**src/design/ptpt_pkg.sv**
```systemverilog
// Package for the precision-time timer: offsets, fields, reset values, types
package ptpt_pkg;

    // ************************************************************
    // Sizes
    // ************************************************************
    localparam int NUM_CH    = 4;
    localparam int TW        = 32;
    localparam int AW        = 8;

    // ************************************************************
    // Register offsets (byte addresses)
    // ************************************************************
    localparam logic [AW-1:0] OFS_CTRL     = 8'h00;
    localparam logic [AW-1:0] OFS_TIME     = 8'h04;
    localparam logic [AW-1:0] OFS_PERIOD   = 8'h08;
    localparam logic [AW-1:0] OFS_INC      = 8'h0C;
    localparam logic [AW-1:0] OFS_GSTAT    = 8'h10;
    localparam logic [AW-1:0] OFS_IRQ_STAT = 8'h14;
    localparam logic [AW-1:0] OFS_IRQ_MASK = 8'h18;
    localparam logic [AW-1:0] OFS_CH_BASE  = 8'h20;
    localparam logic [AW-1:0] OFS_CH_CSR   = 8'h00;
    localparam logic [AW-1:0] OFS_CH_CMP   = 8'h04;
    localparam int            CH_STRIDE_LG = 3;

    // ************************************************************
    // Field positions
    // ************************************************************
    localparam int CTRL_EN       = 0;
    localparam int CTRL_PERIODIC_EVENT_ENABLE    = 1;
    localparam int CSR_FLAG      = 7;
    localparam int CSR_IE        = 6;
    localparam int CSR_MODE_LSB  = 2;
    localparam int IRQ_TSTAMP    = 0;
    localparam int IRQ_WRAP      = 1;
    localparam int IRQ_CH_LSB    = 2;
    localparam int IRQW          = IRQ_CH_LSB + NUM_CH;

    // ************************************************************
    // Encodings and reset values
    // ************************************************************
    localparam logic [3:0]    MODE_OC_SW   = 4'h4;
    localparam logic [3:0]    MODE_OFF     = 4'h0;
    localparam logic [TW-1:0] PERIOD_RST   = 32'hFFFF_FFFF;
    localparam logic [TW-1:0] INC_RST      = 32'h0000_0000;
    localparam logic [TW-1:0] ZERO_WORD    = 32'h0000_0000;
    localparam logic [7:0]    INC_W_RST    = 8'h00;

    // ************************************************************
    // Carriers
    // ************************************************************
    typedef struct packed {
        logic [AW-1:0] addr;
        logic [TW-1:0] wdata;
        logic          wr;
        logic          rd;
    } ptpt_bus_t;

    typedef struct packed {
        logic          ie;
        logic [3:0]    mode;
    } ptpt_chcfg_t;

endpackage : ptpt_pkg

```
**src/design/ptpt_channel.sv**
```systemverilog
// One compare channel with double-buffered compare value
`timescale 1ns/1ps
module ptpt_channel
    import ptpt_pkg::*;
(
    input  wire logic          clock,
    input  wire logic          rst,
    input  wire logic [TW-1:0] time_now,
    input  wire logic          run,
    input  wire ptpt_chcfg_t   cfg,
    input  wire logic          cmp_wr,
    input  wire logic [TW-1:0] cmp_wdata,
    output logic      [TW-1:0] cmp_active,
    output logic               event_pulse
);
    logic [TW-1:0] active_reg;
    logic [TW-1:0] buffer_reg;
    logic          evt_reg;
    wire           sw_mode = (cfg.mode == MODE_OC_SW);
    wire           hit     = run && sw_mode && (time_now == active_reg);

    always_ff @(posedge clock) begin
        if (rst) begin
            active_reg <= ZERO_WORD;
            buffer_reg <= ZERO_WORD;
            evt_reg    <= 1'b0;
        end else begin
            if (cmp_wr) begin
                buffer_reg <= cmp_wdata;
                active_reg <= buffer_reg;
            end else if (hit) begin
                active_reg <= buffer_reg;
            end
            evt_reg <= hit;
        end
    end

    assign cmp_active  = active_reg;
    assign event_pulse = evt_reg;
endmodule : ptpt_channel

```
**src/design/ptpt_counter.sv**
```systemverilog
// Time counter with increment and period wrap
`timescale 1ns/1ps
module ptpt_counter
    import ptpt_pkg::*;
(
    input  wire logic          clock,
    input  wire logic          rst,
    input  wire logic          run,
    input  wire logic          per_en,
    input  wire logic [TW-1:0] period,
    input  wire logic [TW-1:0] inc,
    input  wire logic          load,
    input  wire logic [TW-1:0] load_val,
    output logic      [TW-1:0] time_now,
    output logic               wrap_pulse
);
    logic [TW-1:0] time_reg;
    logic [TW-1:0] time_next;
    logic          wrap_reg;
    wire           at_period = run && (time_reg >= period);
    wire  [TW-1:0] stepped   = time_reg + inc;

    assign time_next = load ? load_val :
                       !run ? time_reg :
                       (at_period && per_en) ? ZERO_WORD : stepped;

    always_ff @(posedge clock) begin
        if (rst) begin
            time_reg <= ZERO_WORD;
            wrap_reg <= 1'b0;
        end else begin
            time_reg <= time_next;
            wrap_reg <= at_period && !load;
        end
    end

    assign time_now   = time_reg;
    assign wrap_pulse = wrap_reg;
endmodule : ptpt_counter

```
**src/design/ptpt_timer.sv**
```systemverilog
// Precision-time timer top: registers, counter, compare channels, interrupts
// Notes on behaviour
// - Timer overflow condition rises whenever running counter is at or above period value.
// - Overflow interrupt never reaches the timer interrupt line.
// - Transmit stamp ready interrupt drives the misc line, not timer line.
// - Mode 0100 is software-only output compare, no pin driven.
// - Per-channel enable lets a compare event request timer interrupt.
// - Compare value double buffered; software writes it twice during setup.
// - Control holds periodic enable and counter run enable bits.
// - Channel events on timer line; software reloads compare each event.
// - Channel flag and global channel bit stay set until cleared.
//
// Design decisions made here: the plain strobed port and the placing of the registers.
`timescale 1ns/1ps
module ptpt_timer
    import ptpt_pkg::*;
(
    input  wire logic          clock,
    input  wire logic          rst,
    input  wire logic [AW-1:0] addr,
    input  wire logic [TW-1:0] wdata,
    input  wire logic          wr,
    input  wire logic          rd,
    output logic      [TW-1:0] rdata,
    input  wire logic          tx_stamp_event,
    output logic               timer_irq,
    output logic               misc_irq,
    output logic               irq
);
    // ************************************************************
    // Registers
    // ************************************************************
    logic [1:0]          ctrl_reg;
    logic [TW-1:0]       time_period_value;
    logic [TW-1:0]       time_increment_reg;
    logic [NUM_CH-1:0]   global_channel_status;
    logic [NUM_CH-1:0]   channel_event_flag;
    logic [NUM_CH-1:0]   channel_irq_enable;
    logic [3:0]          channel_mode_select [NUM_CH];
    logic [IRQW-1:0]     irq_stat_reg;
    logic [IRQW-1:0]     irq_mask_reg;
    logic [TW-1:0]       rdata_reg;
    logic                timer_irq_reg;
    logic                misc_irq_reg;
    logic                irq_reg;

    logic [TW-1:0]       time_now;
    logic                wrap_pulse;
    logic [NUM_CH-1:0]   ch_event;
    logic [TW-1:0]       ch_cmp [NUM_CH];

    ptpt_bus_t bus;
    assign bus = '{addr: addr, wdata: wdata, wr: wr, rd: rd};

    // ************************************************************
    // Address decode
    // ************************************************************
    function automatic logic hit_ofs(input logic [AW-1:0] a, input logic [AW-1:0] o);
        hit_ofs = (a == o);
    endfunction : hit_ofs

    wire           in_ch    = bus.addr >= OFS_CH_BASE;
    wire  [AW-1:0] ch_rel   = bus.addr - OFS_CH_BASE;
    wire  [AW-1:0] ch_sub   = ch_rel & 8'h07;
    wire  [AW-1:0] ch_idx_w = ch_rel >> CH_STRIDE_LG;
    wire           ch_ok    = in_ch && (ch_idx_w < AW'(NUM_CH));
    wire  [1:0]    ch_idx   = ch_idx_w[1:0];

    // One decode per register, shared by the write and the read path
    wire hit_ctrl   = hit_ofs(bus.addr, OFS_CTRL);
    wire hit_time   = hit_ofs(bus.addr, OFS_TIME);
    wire hit_period = hit_ofs(bus.addr, OFS_PERIOD);
    wire hit_inc    = hit_ofs(bus.addr, OFS_INC);
    wire hit_gstat  = hit_ofs(bus.addr, OFS_GSTAT);
    wire hit_istat  = hit_ofs(bus.addr, OFS_IRQ_STAT);
    wire hit_imask  = hit_ofs(bus.addr, OFS_IRQ_MASK);
    wire hit_csr    = ch_ok && hit_ofs(ch_sub, OFS_CH_CSR);
    wire hit_cmp    = ch_ok && hit_ofs(ch_sub, OFS_CH_CMP);

    wire w_ctrl   = bus.wr && hit_ctrl;
    wire w_time   = bus.wr && hit_time;
    wire w_period = bus.wr && hit_period;
    wire w_inc    = bus.wr && hit_inc;
    wire w_gstat  = bus.wr && hit_gstat;
    wire w_istat  = bus.wr && hit_istat;
    wire w_imask  = bus.wr && hit_imask;
    wire w_csr    = bus.wr && hit_csr;
    wire w_cmp    = bus.wr && hit_cmp;

    wire run    = ctrl_reg[CTRL_EN];
    wire per_en = ctrl_reg[CTRL_PERIODIC_EVENT_ENABLE];

    ptpt_counter u_counter (
        .clock      (clock),
        .rst        (rst),
        .run        (run),
        .per_en     (per_en),
        .period     (time_period_value),
        .inc        (time_increment_reg),
        .load       (w_time),
        .load_val   (bus.wdata),
        .time_now   (time_now),
        .wrap_pulse (wrap_pulse)
    );

    // ************************************************************
    // Compare channels
    // ************************************************************
    genvar g;
    generate
        for (g = 0; g < NUM_CH; g++) begin : g_ch
            wire ptpt_chcfg_t cfg = '{ie: channel_irq_enable[g], mode: channel_mode_select[g]};
            wire              sel = (ch_idx == 2'(g));
            ptpt_channel u_ch (
                .clock       (clock),
                .rst         (rst),
                .time_now    (time_now),
                .run         (run),
                .cfg         (cfg),
                .cmp_wr      (w_cmp && sel),
                .cmp_wdata   (bus.wdata),
                .cmp_active  (ch_cmp[g]),
                .event_pulse (ch_event[g])
            );

            wire       csr_w      = w_csr && sel;
            wire       flag_clr   = csr_w && bus.wdata[CSR_FLAG];
            wire       gstat_clr  = w_gstat && bus.wdata[g];
            // sticky flags, set wins over clear
            wire       flag_next  = ch_event[g] || (channel_event_flag[g] && !flag_clr);
            wire       gstat_next = ch_event[g] || (global_channel_status[g] && !gstat_clr);
            wire [3:0] mode_next  = csr_w ? bus.wdata[CSR_MODE_LSB +: 4] : channel_mode_select[g];
            wire       ie_next    = csr_w ? bus.wdata[CSR_IE] : channel_irq_enable[g];

            always_ff @(posedge clock) begin
                if (rst) begin
                    channel_mode_select[g]   <= MODE_OFF;
                    channel_irq_enable[g]    <= 1'b0;
                    channel_event_flag[g]    <= 1'b0;
                    global_channel_status[g] <= 1'b0;
                end else begin
                    channel_mode_select[g]   <= mode_next;
                    channel_irq_enable[g]    <= ie_next;
                    channel_event_flag[g]    <= flag_next;
                    global_channel_status[g] <= gstat_next;
                end
            end
        end
    endgenerate

    // ************************************************************
    // Interrupt status
    // ************************************************************
    wire [IRQW-1:0] irq_set = {ch_event, wrap_pulse, tx_stamp_event};
    wire [IRQW-1:0] irq_clr = w_istat ? bus.wdata[IRQW-1:0] : '0;
    wire [IRQW-1:0] irq_stat_next = irq_set | (irq_stat_reg & ~irq_clr);
    wire [IRQW-1:0] pending = irq_stat_next & irq_mask_reg;

    wire ch_req = |(global_channel_status & channel_irq_enable);
    // wrap interrupt left unconnected to timer line
    wire timer_next = ch_req;
    // tx stamp goes on misc line
    wire misc_next  = pending[IRQ_TSTAMP];

    // ************************************************************
    // Register next values
    // ************************************************************
    // Plain write-over registers except status and irq; a write takes effect on the next edge
    logic [1:0]          ctrl_next;
    logic [TW-1:0]       period_next;
    logic [TW-1:0]       inc_next;
    logic [IRQW-1:0]     mask_next;
    logic [IRQW-1:0]     stat_next;
    logic                irq_next;

    assign ctrl_next   = w_ctrl   ? bus.wdata[1:0]      : ctrl_reg;
    assign period_next = w_period ? bus.wdata           : time_period_value;
    assign inc_next    = w_inc    ? bus.wdata           : time_increment_reg;
    assign mask_next   = w_imask  ? bus.wdata[IRQW-1:0] : irq_mask_reg;
    // Set is ORed in last, so an event in the clearing cycle survives
    assign stat_next   = irq_stat_next;
    assign irq_next    = |pending;

    // ************************************************************
    // Configuration registers
    // ************************************************************
    always_ff @(posedge clock) begin
        if (rst) begin
            ctrl_reg           <= 2'b00;
            time_period_value  <= PERIOD_RST;
            time_increment_reg <= INC_RST;
            irq_mask_reg       <= '0;
        end else begin
            ctrl_reg           <= ctrl_next;
            time_period_value  <= period_next;
            time_increment_reg <= inc_next;
            irq_mask_reg       <= mask_next;
        end
    end

    // ************************************************************
    // Interrupt outputs
    // ************************************************************
    // Registered so the interrupt pins never glitch on a decode change
    always_ff @(posedge clock) begin
        if (rst) begin
            irq_stat_reg  <= '0;
            timer_irq_reg <= 1'b0;
            misc_irq_reg  <= 1'b0;
            irq_reg       <= 1'b0;
        end else begin
            irq_stat_reg  <= stat_next;
            timer_irq_reg <= timer_next;
            misc_irq_reg  <= misc_next;
            irq_reg       <= irq_next;
        end
    end

    // ************************************************************
    // Read path
    // ************************************************************
    wire [TW-1:0] ch_csr_rd = TW'({channel_event_flag[ch_idx], channel_irq_enable[ch_idx],
                                   channel_mode_select[ch_idx], 2'b00});
    // Narrow registers are zero-extended to the bus width
    wire [TW-1:0] rd_ctrl   = TW'(ctrl_reg);
    wire [TW-1:0] rd_gstat  = TW'(global_channel_status);
    wire [TW-1:0] rd_istat  = TW'(irq_stat_reg);
    wire [TW-1:0] rd_imask  = TW'(irq_mask_reg);
    // Compare reads show the active stage, not the buffered one
    wire [TW-1:0] rd_ch_cmp = ch_cmp[ch_idx];

    wire [TW-1:0] rd_mux =
        hit_ctrl   ? rd_ctrl :
        hit_time   ? time_now :
        hit_period ? time_period_value :
        hit_inc    ? time_increment_reg :
        hit_gstat  ? rd_gstat :
        hit_istat  ? rd_istat :
        hit_imask  ? rd_imask :
        hit_csr    ? ch_csr_rd :
        hit_cmp    ? rd_ch_cmp : ZERO_WORD;

    // Unmapped reads return zero; data stand only in the cycle after rd
    wire [TW-1:0] rdata_next = bus.rd ? rd_mux : ZERO_WORD;

    always_ff @(posedge clock) begin
        if (rst)
            rdata_reg <= ZERO_WORD;
        else
            rdata_reg <= rdata_next;
    end

    assign rdata     = rdata_reg;
    assign timer_irq = timer_irq_reg;
    assign misc_irq  = misc_irq_reg;
    assign irq       = irq_reg;
endmodule : ptpt_timer

```
**config.mk**
```make
export PLATFORM = sky130hd
export DESIGN_NAME = ptpt_timer
export DESIGN_NICKNAME = d
export VERILOG_FILES = /design/src/design/ptpt_pkg.sv /design/src/design/ptpt_channel.sv /design/src/design/ptpt_counter.sv /design/src/design/ptpt_timer.sv
export SDC_FILE = /design/constraint.sdc
export NUM_CORES = 1
export LEC_CHECK = 0
export BUFFER_PORTS_ARGS = -buffer_cell sky130_fd_sc_hd__clkbuf_2
export CORE_MARGIN = 4
export CORE_UTILIZATION = 45
export DETAILED_ROUTE_END_ITERATION = 7
export HOLD_SLACK_MARGIN = 0.12
export PLACE_DENSITY_LB_ADDON = 0.15
export SETUP_SLACK_MARGIN = 0.1
export SLEW_MARGIN = 10
export SYNTH_ARGS = -nofsm -noshare
export SYNTH_HDL_FRONTEND = slang
export SYNTH_HIERARCHICAL = 1
export SYNTH_SLANG_ARGS = --single-unit
```
**constraint.sdc**
```tcl
create_clock -name clock -period 4.5 [get_ports clock]
set_input_delay 0.225 -clock clock [delete_from_list [all_inputs] [get_ports clock]]
set_output_delay 0.225 -clock clock [all_outputs]
set_load 0.01 [all_outputs]
```
==> summary.txt <==
Setup path
  – Reg2Reg Depth: 11
  – Critical path type: reg2reg
  – Crit end category: register
  – Critical path, cell by cell: inv_1 -> ha_1 -> nor2b_1 -> o21ai_0 -> a21oi_1 -> o21ai_0 -> a2111oi_4 -> nand2b_1 -> buf_4 -> nor2_1 -> a211o_1
  – Critical Path Fanout Max: 12
  – Critical Path Max Stage Delay: ~800 ps
  – Top cell by count, worst path: o21ai_0
  – CP delay by family, top: compound AO/OA/AOI/OAI gates
  – Worst endpoint required time: 4990 ps
  – Highest-delay cell along the critical path: o21ai_0
  – CP Buf/Inv Count: 2
  – Crit start category: register
  – Crit path DAT: 4430 ps
  – Crit path depth: 11

Final layout
  – Net count, final: 2523
  – Fin util: 51.53%
  – Ant diodes: 0
  – Syn-to-layout area delta: 12.88%
  – Fin area: 24710 µm²
  – Fillers: roughly 4400
  – Layout cells sized above 1: 11.30%

Yosys
  – Synth area leaders: dfxtp_1 (40%), mux2i_1 (13%), nor2_1 (6.4%)
  – Most frequent cells after synthesis: dfxtp_1 (434), nor2_1 (376), mux2i_1 (277)
  – Share of the synthesized area in the top cell type: 39.70%
  – Cell taking the most area after synthesis: dfxtp_1
  – Sequential area share after synthesis: 39.70%
  – Number of flops mapped to enable cells by yosys: 0
  – Prevailing post-synth register cell: dfxtp_1
  – Register bit total from synthesis: roughly 430
  – YS warnings: 6
  – Most common cell in the synthesized netlist: dfxtp_1
  – Ys async rst share: 0%
  – Post-Synthesis Cells: about 2400
  – Post-Syn Area: ~22000 µm²
  – Synth Net Count: 2474
  – Average cell area after synthesis: 9.259 µm²
  – Distinct cells, synth: 83

Clocking
  – Clock slew at reported path FFs: 60 ps
  – Max clock buf depth: 3
  – Clock latency on the worst-skew pair: 610 ps
  – Clk sinks: 434
  – Clock Root Buffer: clkbuf_16
  – CTS tree: built
  – Resize count post-CTS: 0
  – Num CTS Buffers: 49
  – Clock H-tree levels: 2

Timing
  – Final clock skew: around 17 ps
  – Setup TNS: 0 ps
  – Worst hold slack: 170.1 ps
  – Max Fclk: around 250 MHz
  – RSZ-0062 raised after global routing: no
  – Setup ws final: 558.0 ps
  – Crit share post-route: 87.60%
  – Max-slew violation count: 0
  – Worst slew margin: between 20 and 25%
  – Post-route minimum period: 3942 ps
  – Setup violators final: 0
  – Final Hold Vio Count: 0
  – Worst Tran Pin Value: roughly 1100 ps

Route
  – Routed vias: 18580
  – Routed Antenna Nets: 0
  – Initial DRT Pass Iterations: 8
  – Post-route DRC: 5
  – Routed wire length: 78280 µm
  – Drt initial violations: 2469
  – Drt wl/cell: about 26 µm
  – Vias per inst: approximately 6.1

Place
  – Dpl cell area: approximately 23000 µm²
  – DP Wirelength: 54990 µm
  – Final GP Congestion: approximately 0.98
  – Setup WS pre-CTS: about 760 ps
  – Port Buffers: 79

Global route
  – Total Routing Usage GR: 28.97%
  – First-pass GRT wire length: 116500 µm
  – GRT overflow: 0
  – Largest net degree at the start of global routing: 102
  – Vias in the first global route: between 15000 and 20000
  – Initial antenna violation count: 1

Floorplan
  – Die H: 228.5 µm
  – Die width: between 200 and 250 µm
  – Die ar.: approximately 52000 µm²
  – Core area: 47950 µm²
  – Ports: 80
  – Std-Cell Rows: 80
  – Starting Density: 45.65%

Power
  – Peak supply drop: 0.3084 mV
  – Cell Pwr Density: roughly 340 nW/µm²
  – P_leak: 10.40 nW

Status
  – Failing checks: design-rule violations
  – Status: complete, but fails checks

Worst hold path
  – Hold depth: 3
  – HP Class: in2reg

Flow run
  – Max-cap violation count: 0
==> cells by family (layout without fill, tap and decap cells) <==
family,Yosys count,after routing,synth area share (%)
mux,319,319,16.78
simple gates,874,874,19.24
xor+xnor,108,108,4.356
fa+ha+maj,65,65,3.750
flops,434,434,39.70
compound gates,352,352,11.90
buf+inv,212,299,4.276
==> tightest hold or removal path, cell delays in order <==
cell,delay (ps)
clkbuf_2,290
nand2_1,130
a21oi_1,60
==> layer usage <==
| metal | track usage (%) | up-vias | wire (µm) |
|---|---|---|---|
| met5 | 0 | - | 16 |
| met4 | 9.376 | 2 | 2604 |
| met3 | 7.465 | 153 | 7201 |
| met2 | 43.90 | 840 | 33870 |
| met1 | 40.47 | 9109 | 34590 |
| li1 | - | 8474 | - |
==> path summary, 6_finish.rpt <==
path                               start                      to  slack (ps)
hold / removal                  wdata[4]         irq_mask_reg[4]         170
hold reg to reg   time_increment_reg[12]  time_increment_reg[12]         480
setup / recovery   u_counter/time_now[0]  u_counter/time_now[19]         560
setup reg to reg   u_counter/time_now[0]  u_counter/time_now[19]         560
==> cells in the final DEF (no fill, tap or decap), types with 33 or more instances in the layout <==
| cell type | instances |
|---|---|
| clkbuf_16 | 51 |
| mux2i_1 | 277 |
| inv_1 | 62 |
| xnor2_1 | 91 |
| clkbuf_2 | 76 |
| a21oi_1 | 115 |
| nand2_1 | 203 |
| ha_1 | 64 |
| nand4_1 | 36 |
| dfxtp_1 | 434 |
| nor2_1 | 373 |
| buf_4 | 37 |
| nand2b_1 | 55 |
| mux4_2 | 38 |
| nand3b_1 | 33 |
==> power breakdown <==
group | leakage, nW | internal, mW | switching [mW]
clock network | 0.821 | 2.52 | 1.67
logic | 6.08 | 0.0844 | 0.235
registers | 3.50 | 3.85 | 0.00442
==> final cells by class <==
class	instances	area, µm²	share of cell area (%)
multi-input cells	1718	12320	49.86
flip-flops and latches	434	8688	35.16
clock buffers	72	1455	5.890
repair buffers	148	1018	4.122
well taps	615	769.5	3.114
inverters	62	232.7	0.9419
clock inverters	17	225.2	0.9115
==> stage by stage <==
stage	std cells	power [mW]
2_1_floorplan	2364	4.092
4_1_cts	3066	8.430
5_1_grt	3066	8.609
3_3_place_gp	2945	4.228
6_report	3066	8.368
3_5_place_dp	2945	4.229
==> repair_timing <==
action / in CTS / in global routing
endpoints found under the hold margin: 188 / 0
buffers inserted: 0 / 0
hold buffers: 32 / 0
setup endpoints to repair: 0 / 0
Note: power is estimated with default switching activity, not from simulation.
